--- config.mk ---
export PLATFORM = sky130hd
export DESIGN_NAME = scd_top
export DESIGN_NICKNAME = d
export VERILOG_FILES = /design/src/hdl/scd_pkg.sv /design/src/hdl/scd_prescaler.sv /design/src/hdl/scd_top.sv
export VERILOG_INCLUDE_DIRS = /design/src /design/src/hdl
export SDC_FILE = /design/constraint.sdc
export NUM_CORES = 1
export LEC_CHECK = 0
export BUFFER_PORTS_ARGS = -buffer_cell sky130_fd_sc_hd__buf_2
export CORE_MARGIN = 8
export CORE_UTILIZATION = 49
export DETAILED_ROUTE_END_ITERATION = 8
export PLACE_DENSITY_LB_ADDON = 0.15
export SYNTH_ARGS = -nofsm -noshare
export SYNTH_HDL_FRONTEND = slang
export SYNTH_SLANG_ARGS = --single-unit
--- constraint.sdc ---
create_clock -name clk_sys -period 1.5 [get_ports clk_sys]
set_input_delay 0.225 -clock clk_sys [delete_from_list [all_inputs] [get_ports clk_sys]]
set_output_delay 0.225 -clock clk_sys [all_outputs]
set_load 0.1 [all_outputs]
--- src/hdl/scd_cfg.svh ---
// Purpose: constants for the system clock divider
// Assumes: included by design files by bare name
// Notes:   register map, reset value and timing counts
`ifndef SCD_CFG_SVH
`define SCD_CFG_SVH
`define SCD_ADDR_WCC        8'hc2
`define SCD_ADDR_STAT       8'hc3
`define SCD_WCC_RESET       8'hc8
`define SCD_WCC_FIXED_MASK  8'hc0
`define SCD_BIT_HALVE       5
`define SCD_BIT_RSVD4       4
`define SCD_CLK_MHZ         125
`define SCD_DUTY_MIN_MHZ    5
`define SCD_SETTLE_US       500
`define SCD_SETTLE_CYC      (`SCD_SETTLE_US * `SCD_CLK_MHZ)
`define SCD_PRE_W           12
`endif

--- src/hdl/scd_pkg.sv ---
// Purpose: types for the system clock divider
// Assumes: constants live in scd_cfg.svh
// Notes:   none
package scd_pkg;
  typedef logic [7:0]  scd_byte_t;
  typedef logic [11:0] scd_taps_t;
  typedef enum logic [0:0] {
    SCD_SETTLING = 1'b0,
    SCD_STABLE   = 1'b1
  } scd_settle_e;
endpackage

--- src/hdl/scd_prescaler.sv ---
// Purpose: free-running power-of-two prescaler
// Assumes: advance is a one-cycle enable per module clock tick
// Notes:   bit k of taps toggles at module clock / 2^(k+1)
`timescale 1ns/1ns
`include "scd_cfg.svh"
module scd_prescaler
(
  // clock and reset
  input  wire logic          clk_sys,
  input  wire logic          rst_n,
  // control
  input  wire logic          advance,
  // taps
  output scd_pkg::scd_taps_t taps
);
  import scd_pkg::*;

  scd_taps_t cnt_q;
  scd_taps_t cnt_d;

  // counter step on each module clock tick
  always_comb
  begin
    cnt_d = cnt_q;
    if (advance)
      cnt_d = cnt_q + 12'h001;
  end

  always_ff @(posedge clk_sys or negedge rst_n)
  begin
    if (!rst_n)
      cnt_q <= 12'h000;
    else
      cnt_q <= cnt_d;
  end

  assign taps = cnt_q;
endmodule

--- src/hdl/scd_top.sv ---
// Purpose: system clock divider with wait and clock control register
// Assumes: clk_sys is the oscillator clock after duty adjustment
// Notes:   module clock is expressed as a tick enable plus a toggle
// Operation
// - system clock runs at the oscillator input frequency, unmultiplied
// - halving select 0 gives undivided module clock; reset value 0
// - halving select 1 gives module clock at half system clock
// - register loads 0xc8 on hardware reset or hardware standby
// - software standby leaves register contents unchanged
// - two top bits ignore writes and read as one
// - bit 4 is reserved storage, readable and writable, reset zero
// - wait mode and wait count stored and forwarded to wait logic
// - duty correction applies at 5 MHz or higher
// - prescaler taps from module clock/2 down to /4096
// - clock output treated fixed only after settling delay elapsed
`timescale 1ns/1ns
`include "scd_cfg.svh"
module scd_top
#(
  parameter int unsigned SETTLE_CYC = `SCD_SETTLE_CYC
)
(
  // clock and reset
  input  wire logic                clk_sys,
  input  wire logic                rst_n,
  // standby controls from the power manager (pins, synchronised here)
  input  wire logic                hw_standby,
  input  wire logic                sw_standby,
  // register port
  input  wire logic [7:0]          reg_addr,
  input  wire scd_pkg::scd_byte_t  reg_wdata,
  input  wire logic                reg_wr,
  input  wire logic                reg_rd,
  output scd_pkg::scd_byte_t       reg_rdata,
  // clock outputs
  output logic                     mod_clk_tick,
  output logic                     mod_clk_level,
  output scd_pkg::scd_taps_t       prescale_taps,
  output logic                     clock_stable,
  output logic                     duty_fix_on,
  // wait-state fields
  output logic [1:0]               wait_mode_sel,
  output logic [1:0]               wait_count
);
  import scd_pkg::*;

  localparam int unsigned CNT_W = 17;

  // standby synchronisers
  logic hws_m_q;
  logic hws_q;
  logic sws_m_q;
  logic sws_q;

  always_ff @(posedge clk_sys or negedge rst_n)
  begin
    if (!rst_n)
    begin
      hws_m_q <= 1'b0;
      hws_q   <= 1'b0;
      sws_m_q <= 1'b0;
      sws_q   <= 1'b0;
    end
    else
    begin
      hws_m_q <= hw_standby;
      hws_q   <= hws_m_q;
      sws_m_q <= sw_standby;
      sws_q   <= sws_m_q;
    end
  end

  // wait and clock control register
  scd_byte_t wcc_q;
  scd_byte_t wcc_d;

  // hardware standby outranks a write in the same cycle
  always_comb
  begin
    wcc_d = wcc_q;
    if (hws_q)
      wcc_d = `SCD_WCC_RESET;
    else if (reg_wr && reg_addr == `SCD_ADDR_WCC)
      wcc_d = reg_wdata | `SCD_WCC_FIXED_MASK;
    // software standby has no branch: contents kept
  end

  always_ff @(posedge clk_sys or negedge rst_n)
  begin
    if (!rst_n)
      wcc_q <= `SCD_WCC_RESET;
    else
      wcc_q <= wcc_d;
  end

  // module clock generation: tick every cycle or every other cycle
  logic half_q;
  logic half_d;
  logic tick_q;
  logic tick_d;
  logic lvl_q;
  logic lvl_d;
  logic halve;

  assign halve = wcc_q[`SCD_BIT_HALVE];

  always_comb
  begin
    half_d = halve ? ~half_q : 1'b0;
    tick_d = 1'b1;
    if (halve)
      tick_d = half_q;
    lvl_d = tick_d ? ~lvl_q : lvl_q;
  end

  always_ff @(posedge clk_sys or negedge rst_n)
  begin
    if (!rst_n)
    begin
      half_q <= 1'b0;
      tick_q <= 1'b0;
      lvl_q  <= 1'b0;
    end
    else
    begin
      half_q <= half_d;
      tick_q <= tick_d;
      lvl_q  <= lvl_d;
    end
  end

  // prescaler on module clock ticks
  scd_taps_t taps_w;

  scd_prescaler u_pre (
    .clk_sys (clk_sys),
    .rst_n   (rst_n),
    .advance (tick_q),
    .taps    (taps_w)
  );

  // settling delay: clock not trusted until count elapses
  logic [CNT_W-1:0] settle_q;
  logic [CNT_W-1:0] settle_d;
  scd_settle_e      st_q;
  scd_settle_e      st_d;

  always_comb
  begin
    settle_d = settle_q;
    st_d     = st_q;
    case (st_q)
      SCD_SETTLING:
      begin
        if (settle_q >= CNT_W'(SETTLE_CYC - 1))
          st_d = SCD_STABLE;
        else
          settle_d = settle_q + CNT_W'(1);
      end
      SCD_STABLE:
      begin
        st_d = SCD_STABLE;
      end
      default:
      begin
        st_d = SCD_SETTLING;
      end
    endcase
  end

  always_ff @(posedge clk_sys or negedge rst_n)
  begin
    if (!rst_n)
    begin
      settle_q <= '0;
      st_q     <= SCD_SETTLING;
    end
    else
    begin
      settle_q <= settle_d;
      st_q     <= st_d;
    end
  end

  // read data and registered outputs
  scd_byte_t rdata_q;
  scd_byte_t rdata_d;

  always_comb
  begin
    rdata_d = 8'h00;
    if (reg_rd && reg_addr == `SCD_ADDR_WCC)
      rdata_d = wcc_q | `SCD_WCC_FIXED_MASK;
    else if (reg_rd && reg_addr == `SCD_ADDR_STAT)
      rdata_d = {6'h00, sws_q, st_q == SCD_STABLE};
  end

  always_ff @(posedge clk_sys or negedge rst_n)
  begin
    if (!rst_n)
    begin
      rdata_q      <= 8'h00;
      clock_stable <= 1'b0;
      duty_fix_on  <= 1'b0;
      wait_mode_sel <= 2'h2;
      wait_count   <= 2'h0;
      prescale_taps <= 12'h000;
    end
    else
    begin
      rdata_q       <= rdata_d;
      clock_stable  <= (st_q == SCD_STABLE);
      duty_fix_on   <= (`SCD_CLK_MHZ >= `SCD_DUTY_MIN_MHZ);
      wait_mode_sel <= wcc_q[3:2];
      wait_count    <= wcc_q[1:0];
      prescale_taps <= taps_w;
    end
  end

  // outputs straight from their flip-flops; clk_sys itself is the system
  // clock, passed on at the oscillator rate with no multiply or divide,
  // so every tick and tap here counts whole oscillator cycles
  assign reg_rdata     = rdata_q;
  assign mod_clk_tick  = tick_q;
  assign mod_clk_level = lvl_q;

  // helper: cycles since reset release, for the settling check
  logic [CNT_W-1:0] age_q;
  logic [CNT_W-1:0] age_d;

  always_comb
  begin
    age_d = age_q;
    if (age_q != {CNT_W{1'b1}})
      age_d = age_q + CNT_W'(1);
  end

  always_ff @(posedge clk_sys or negedge rst_n)
  begin
    if (!rst_n)
      age_q <= '0;
    else
      age_q <= age_d;
  end

  // checks
  a_top_bits_set: assert property (@(posedge clk_sys) disable iff (!rst_n)
    wcc_q[7:6] == 2'h3) else $error("top bits not one");
  a_hws_loads: assert property (@(posedge clk_sys) disable iff (!rst_n)
    hws_q |=> wcc_q == `SCD_WCC_RESET) else $error("standby load failed");
  a_write_keeps: assert property (@(posedge clk_sys) disable iff (!rst_n)
    (reg_wr && reg_addr == `SCD_ADDR_WCC && !hws_q)
    |=> wcc_q[5:0] == $past(reg_wdata[5:0])) else $error("write lost");
  a_sws_holds: assert property (@(posedge clk_sys) disable iff (!rst_n)
    (sws_q && !hws_q && !reg_wr) |=> $stable(wcc_q)) else $error("sw standby change");
  a_full_rate: assert property (@(posedge clk_sys) disable iff (!rst_n)
    !halve [*2] |=> tick_q) else $error("undivided tick missing");
  a_half_rate: assert property (@(posedge clk_sys) disable iff (!rst_n)
    (halve && tick_q && $past(halve)) |=> !tick_q) else $error("halved tick");
  a_wait_fwd: assert property (@(posedge clk_sys) disable iff (!rst_n)
    1'b1 |=> wait_count == $past(wcc_q[1:0])) else $error("wait count");
  a_pre_step: assert property (@(posedge clk_sys) disable iff (!rst_n)
    tick_q |=> taps_w == $past(taps_w) + 12'h001) else $error("prescaler step");
  a_not_early: assert property (@(posedge clk_sys) disable iff (!rst_n)
    (st_q == SCD_STABLE) |-> settle_q >= CNT_W'(SETTLE_CYC - 1))
    else $error("stable too early");

  // forwarding, read and register hold checks
  a_mode_fwd: assert property (@(posedge clk_sys) disable iff (!rst_n)
    1'b1 |=> wait_mode_sel == $past(wcc_q[3:2])) else $error("wait mode");
  a_taps_fwd: assert property (@(posedge clk_sys) disable iff (!rst_n)
    1'b1 |=> prescale_taps == $past(taps_w)) else $error("taps output");
  a_rdata_idle: assert property (@(posedge clk_sys) disable iff (!rst_n)
    !reg_rd |=> reg_rdata == 8'h00) else $error("read data not idle");
  a_rd_fixed: assert property (@(posedge clk_sys) disable iff (!rst_n)
    (reg_rd && reg_addr == `SCD_ADDR_WCC) |=> reg_rdata[7:6] == 2'h3) else $error("top bits read");
  a_regs_hold: assert property (@(posedge clk_sys) disable iff (!rst_n)
    (!hws_q && !(reg_wr && reg_addr == `SCD_ADDR_WCC)) |=> $stable(wcc_q))
    else $error("register changed unasked");

  // module clock, duty fix and settling checks
  a_level_step: assert property (@(posedge clk_sys) disable iff (!rst_n)
    $changed(lvl_q) == tick_q) else $error("level step");
  a_pre_hold: assert property (@(posedge clk_sys) disable iff (!rst_n)
    !tick_q |=> taps_w == $past(taps_w)) else $error("prescaler moved");
  a_duty_on: assert property (@(posedge clk_sys) disable iff (!rst_n)
    1'b1 |=> duty_fix_on) else $error("duty fix off");
  a_stable_holds: assert property (@(posedge clk_sys) disable iff (!rst_n)
    clock_stable |=> clock_stable) else $error("stable dropped");
  a_settle_exact: assert property (@(posedge clk_sys) disable iff (!rst_n)
    $rose(clock_stable) |-> age_q == CNT_W'(SETTLE_CYC + 1))
    else $error("settle time wrong");

  // scenario covers
  c_halve_on: cover property (@(posedge clk_sys) disable iff (!rst_n) $rose(halve));
  c_stable: cover property (@(posedge clk_sys) disable iff (!rst_n) $rose(clock_stable));
  c_hws: cover property (@(posedge clk_sys) disable iff (!rst_n) hws_q);
  c_half_tick: cover property (@(posedge clk_sys) disable iff (!rst_n) halve && tick_q);
  c_sws: cover property (@(posedge clk_sys) disable iff (!rst_n) $rose(sws_q));
endmodule

* After elaboration in Yosys (flattened, before gate mapping) *
Cells that the tools add are included.

word-level totals
  flip-flop bits (word level) = 69

cells by class
  add/sub/neg operators = 2
  magnitude comparators = 1
  equal/unequal tests = 2
  mux-type cells = 8
  bitwise logic cells = 4
  reduce and logical (&&, ||, !) cells = 5

operator list
  kind                                                    count
  adder 17 x 1 -> 17 bit (second input constant)          1
  >= comparator 17 x 16 -> 1 bit (second input constant)  1
  == test 8 bit (second input constant)                   2
  adder 12 x 1 -> 12 bit (second input constant)          1
  2-to-1 mux 6 bit                                        2
  2-to-1 mux 8 bit                                        1
  NOT 1 bit                                               4
  logical AND 1 bit                                       3
  2-to-1 mux 1 bit                                        3
  2-to-1 mux 2 bit                                        1
  case mux 1 bit (2 select lines)                         1
  AND reduction 2 bit                                     1
  nonzero test 2 bit                                      1

* Longest topological paths before layout *
  word-level depth = 4
  depth in mapped cells = 7
  depth with buffers taken out = 6

* Hierarchy *
A second synthesis with hierarchy kept.

second synthesis, totals
  cells, all modules = 200
  area, all modules = 2628.8 µm²

modules (own cells, without submodules)
  module         times used  cells an instance  area an instance (µm²)  seq. area each (µm²)
  scd_top        1           156                2087.0                  1403.8
  scd_prescaler  1           44                 541.8                   300.3

* Worst setup path before layout *
Ideal clock, no wire load.

  kind = reg-to-reg
  start point = register tick_q, in the netlist mod_clk_tick
  end point = register u_pre.cnt_q[8], in the netlist u_pre.taps[8]
  arrival time = 1.696 ns
  required time = 1.377 ns
  slack = -0.319 ns
  cell stages (with the launch flop) = 5
  path buffers = 0
  clock period less this slack = 1.819 ns
  cell sequence = dfrtp_1 -> nand4_1 -> nor2_1 -> nand3_1 -> xnor2_1

RTL lines
  element                 line                 text
  from (decl)             scd_top.sv:99        logic tick_q;
  from (signal assigned)  scd_top.sv:127       tick_q <= tick_d;
  to (signal assigned)    scd_prescaler.sv:34  cnt_q <= cnt_d;
  to (decl)               scd_prescaler.sv:18  scd_taps_t cnt_q;

* Worst setup path in the final report *
  start point = register settle_q[11]
  end point = register settle_q[1]

on the way
  cells in the longest elaborated chain, start to end = 3

RTL lines
  element                               line            text
  from (decl)                           scd_top.sv:143  logic [CNT_W-1:0] settle_q;
  from (signal assigned)                scd_top.sv:180  settle_q <= settle_d;
  >= comparator 17 x 16 -> 1 bit        scd_top.sv:155  if (settle_q >= CNT_W'(SETTLE_CYC - 1))
  NOT 1 bit (no source line)            -
  AND reduction 2 bit (no source line)  -

No other way between the ends.
A chain may end at the register's enable or synchronous reset.

==> results.md <==
* Outcome: finished, violations left
* Violated checks: negative setup slack
* Synthesis-stage register bit count at 68
* Maximum clock path buffer count at 2
* Area growth from synthesis to layout at 34.1%
* Largest area contributor in the synthesized netlist: dfrtp_1
* Maximum capacitance violations at 0
* Class of the most critical hold timing path: input port to flop
* Fill cell total of the finished layout at 417
* Final std cells w/o fill at 357
* Distinct cells, synth at 41
* Summed negative setup slack over all endpoints at -0.611 ns
* Adder-cell share of the synthesized area at 0.00955
* Setup violation total in the final timing report at 14
* XOR/XNOR share of the synthesized area at 0.0869
* Post-synthesis sequential area ratio at 0.650
* Reg2Reg Capture Point: settle_q[1]
* Kind of end point of the critical path: flop
* Final routed wirelength across all metal layers at 5.14 mm
* Number of clock buffers inserted by TritonCTS at 9
* All-Layer GR Usage at 0.146
* Post-CTS clock slew at the launch and capture registers of the worst setup and hold paths at 0.07 ns
* Arrival time reported for the critical path endpoint at 1.82 ns
* Synth Area in Compound Gates at 0.0272
* Min Clock Period, post-route at 1.60 ns
* Maximum fanout encountered on the critical timing path at 4
* Post-route antenna net violation count at 0
* Upper clock frequency limit at 623 MHz
* Hold_sp: reg_wdata[3]
* WL/cell at 14.4 um
* Detailed-router iteration count before antenna repair at 4
* Vias in the first global route at 1863
* Synthesized area divided by synthesized cell count at 13.9 sq um
* Vias per Instance at 4.95
* Ant diodes at 0
* Cells after DPL at 335
* Post-Synth Simple-Gate Area at 0.188
* Pin count of the biggest net entering global routing at 30
* CTS Root Buffer Type: clkbuf_8
* Unrepaired setup endpoints after global routing: yes
* Count of routing violations after the opening detailed-route iteration at 74
* Floorplan row count at 26
* Full die area at 0.00795 sq mm
* Total power divided by cell area at 1310 mW/mm^2
* Initial cell density of the core at 0.510
* VDD IR-drop max at 1.83 mV
* Remaining global-route overflow at 0
* Launch point of the worst reg-to-reg path: settle_q[11]
* Post-Synthesis Net Count at 213
* Sort of element at the start of the critical path: flop
* Post-synth top area share at 0.630
* Storage element area at 0.00171 sq mm
* Core box area at 0.00514 sq mm
* Final worst setup slack at -0.105 ns
* Number of instances in the synthesized netlist at 189
* Clk_lat worst skew at 0.33 ns
* Antenna violations before repair at 0
* Multi-input gate area in the final layout at 946 sq um
* Final weighted congestion in routability-driven placement at 0.770
* Port bufs at 47
* Global-route wire length before repair at 8.65 mm
* Fin. Hold Viols at 0
* CP Data Required Time at 1.72 ns
* CTS tree: yes
* Multiplexer fraction of the synthesized cell area at 0.0177
* Count of clock tree sinks at 68
* Destination of the worst hold path: wcc_q[3]
* Horizontal extent of the die at 89.1 um
* Number of max-slew violations in the final report at 0
* Total via count in the routed design at 1766
* Worst r2r path cells at 5
* Vertical die dimension at 89.1 um
* IO Pins at 50
* Share of post-route cells with drive strength above 1 at 0.436
* Share of the cycle needed by the critical path after routing at 1.07
* Static leakage at 1.70 nW
* Total standard cell area after synthesis at 0.00262 sq mm
* Detail Placement HPWL at 3.70 mm
* Worst Setup Path Type: flop to flop
* Post-route DRC violation count at 0
* Yosys Warn Count at 0
* Clock H-tree levels at 3
* Main area contributors after synthesis: dfrtp_1 63%, xnor2_1 7.7%, nand4_1 2.4%
* Final Skew at 0.00558 ns
* Largest family of logic cells by synthesized area: simple AND/OR/NAND/NOR gates
* Setup slack, reg-to-reg at -0.10 ns
* Hold path depth at 3
* Post-layout net count at 306
worst max-delay path, stage by stage (launching register included):
cell and delay (ns):
dfrtp_1 0.41, nor4b_4 0.31, nand4_1 0.12, a21o_1 0.24, nand3_2 0.11, mux2_4 0.29
synthesized netlist by cell type, drive strengths merged:
cell type and count:
dlygate4sd3 1, and3 7, or3 1, mux2 2, buf 3, nand2b 1
conb 1, or3b 1, dfstp 2, nor4 1, nand2 11, nand3 6
and2 8, a22o 5, inv 3, nand4b 3, a21oi 2, a41o 1
a21o 1, dfrtp 66, mux2i 2, xnor2 23, nor3 4, and4 3
nand4 14, nor2 8, nand4bb 1, xor2 3, ha 2, nor4b 1
nor2b 2
how the worst max path moves through the flow:
stage	startpoint	to	depth (start not counted)
after floorplan	settle_q[16]	settle_q[1]	5
after global placement	settle_q[16]	settle_q[1]	5
after detailed placement	settle_q[16]	settle_q[1]	5
after CTS	settle_q[11]	settle_q[1]	5
after global routing	settle_q[0]	settle_q[12]	7
final	settle_q[11]	settle_q[1]	5
cell usage in the layout, fill, tap and decap left out, types with 2 or more instances in the layout:
cell type and count:
dfrtp_1 64, inv_1 3, nand2_1 11, nor2_1 6
xnor2_1 23, buf_2 46, clkbuf_8 10, nand4_1 10
nand3_2 2, a21oi_1 2, and3_1 5, xor2_1 3
nor3_2 3, nor2b_1 2, and4_1 2, and2_1 4
nor2_2 2, nand3_1 4, nand4_4 4, mux2i_1 2
buf_4 31, clkinv_2 2, clkbuf_1 2, dfrtp_2 2
nand4b_1 2, dfstp_2 2, and2_4 3, a22o_1 5
buf_6 5, dlygate4sd3_1 3
power breakdown:
group / total, W / switching, W / internal (W)
registers: 0.00216 / 0.000139 / 0.00202
logic: 0.000987 / 0.000818 / 0.000169
clock network: 0.00146 / 0.000653 / 0.000812
layout make-up:
class | count | share of cell area
Sequential cell | 68 | 0.486
Inverter | 3 | 0.00320
Tap cell | 70 | 0.0249
Clock buffer | 12 | 0.0413
Timing Repair Buffer | 86 | 0.162
Multi-Input combinational cell | 114 | 0.269
Clock inverter | 4 | 0.0139
metal layers:
layer / part of all wire / wire, um / global-route usage / vias up
li1: - / - / - / 841
met1: 0.42 / 2140 / 0.163 / 872
met2: 0.49 / 2520 / 0.241 / 43
met3: 0.074 / 380 / 0.0450 / 10
met4: 0.019 / 95 / 0.0861 / 0
met5: 0 / 0 / 0 / -
registers in the layout, summed over array words and instances, names as in the netlist, 2 cells and up:
| signal | cells |
|---|---|
| prescale_taps | 12 |
| wait_mode_sel | 2 |
| u_pre.taps | 12 |
| wcc_q | 6 |
| reg_rdata | 7 |
| wait_count | 2 |
| settle_q | 17 |
metrics by stage:
stage          setup slack [ns]  instance area (sq um)  hold WS (ns)  power (W)  utilization
4_1_cts                 -0.0979                   3510        0.0787    0.00467        0.683
3_3_place_gp             -0.111                   3220         0.124    0.00317        0.626
6_report                 -0.105                   3510        0.0898    0.00461        0.684
3_5_place_dp             -0.131                   3220         0.124    0.00318        0.626
5_1_grt                  -0.164                   3510        0.0881    0.00479        0.684
2_1_floorplan           -0.0942                   2670       -0.0706    0.00295            -
what timing repair did:
| action | 4_1_cts | 5_1_grt |
|---|---|---|
| endpoints found under the setup margin | 16 | 16 |
| endpoints found under the hold margin | 11 | 0 |
| setup buffers | 3 | 0 |
| hold buffers | 3 | 0 |
| gates resized for setup | 12 | 1 |
| cloned | 0 | 0 |
| pin swaps | 12 | 7 |
cells by family after synthesis:
kind of cell	count (synthesis)
simple gates	72
flops	68
xor+xnor	26
compound gates	9
buf+inv	7
mux	4
fa+ha+maj	2
other cells	1
Note: power is estimated with default switching activity, not from simulation.
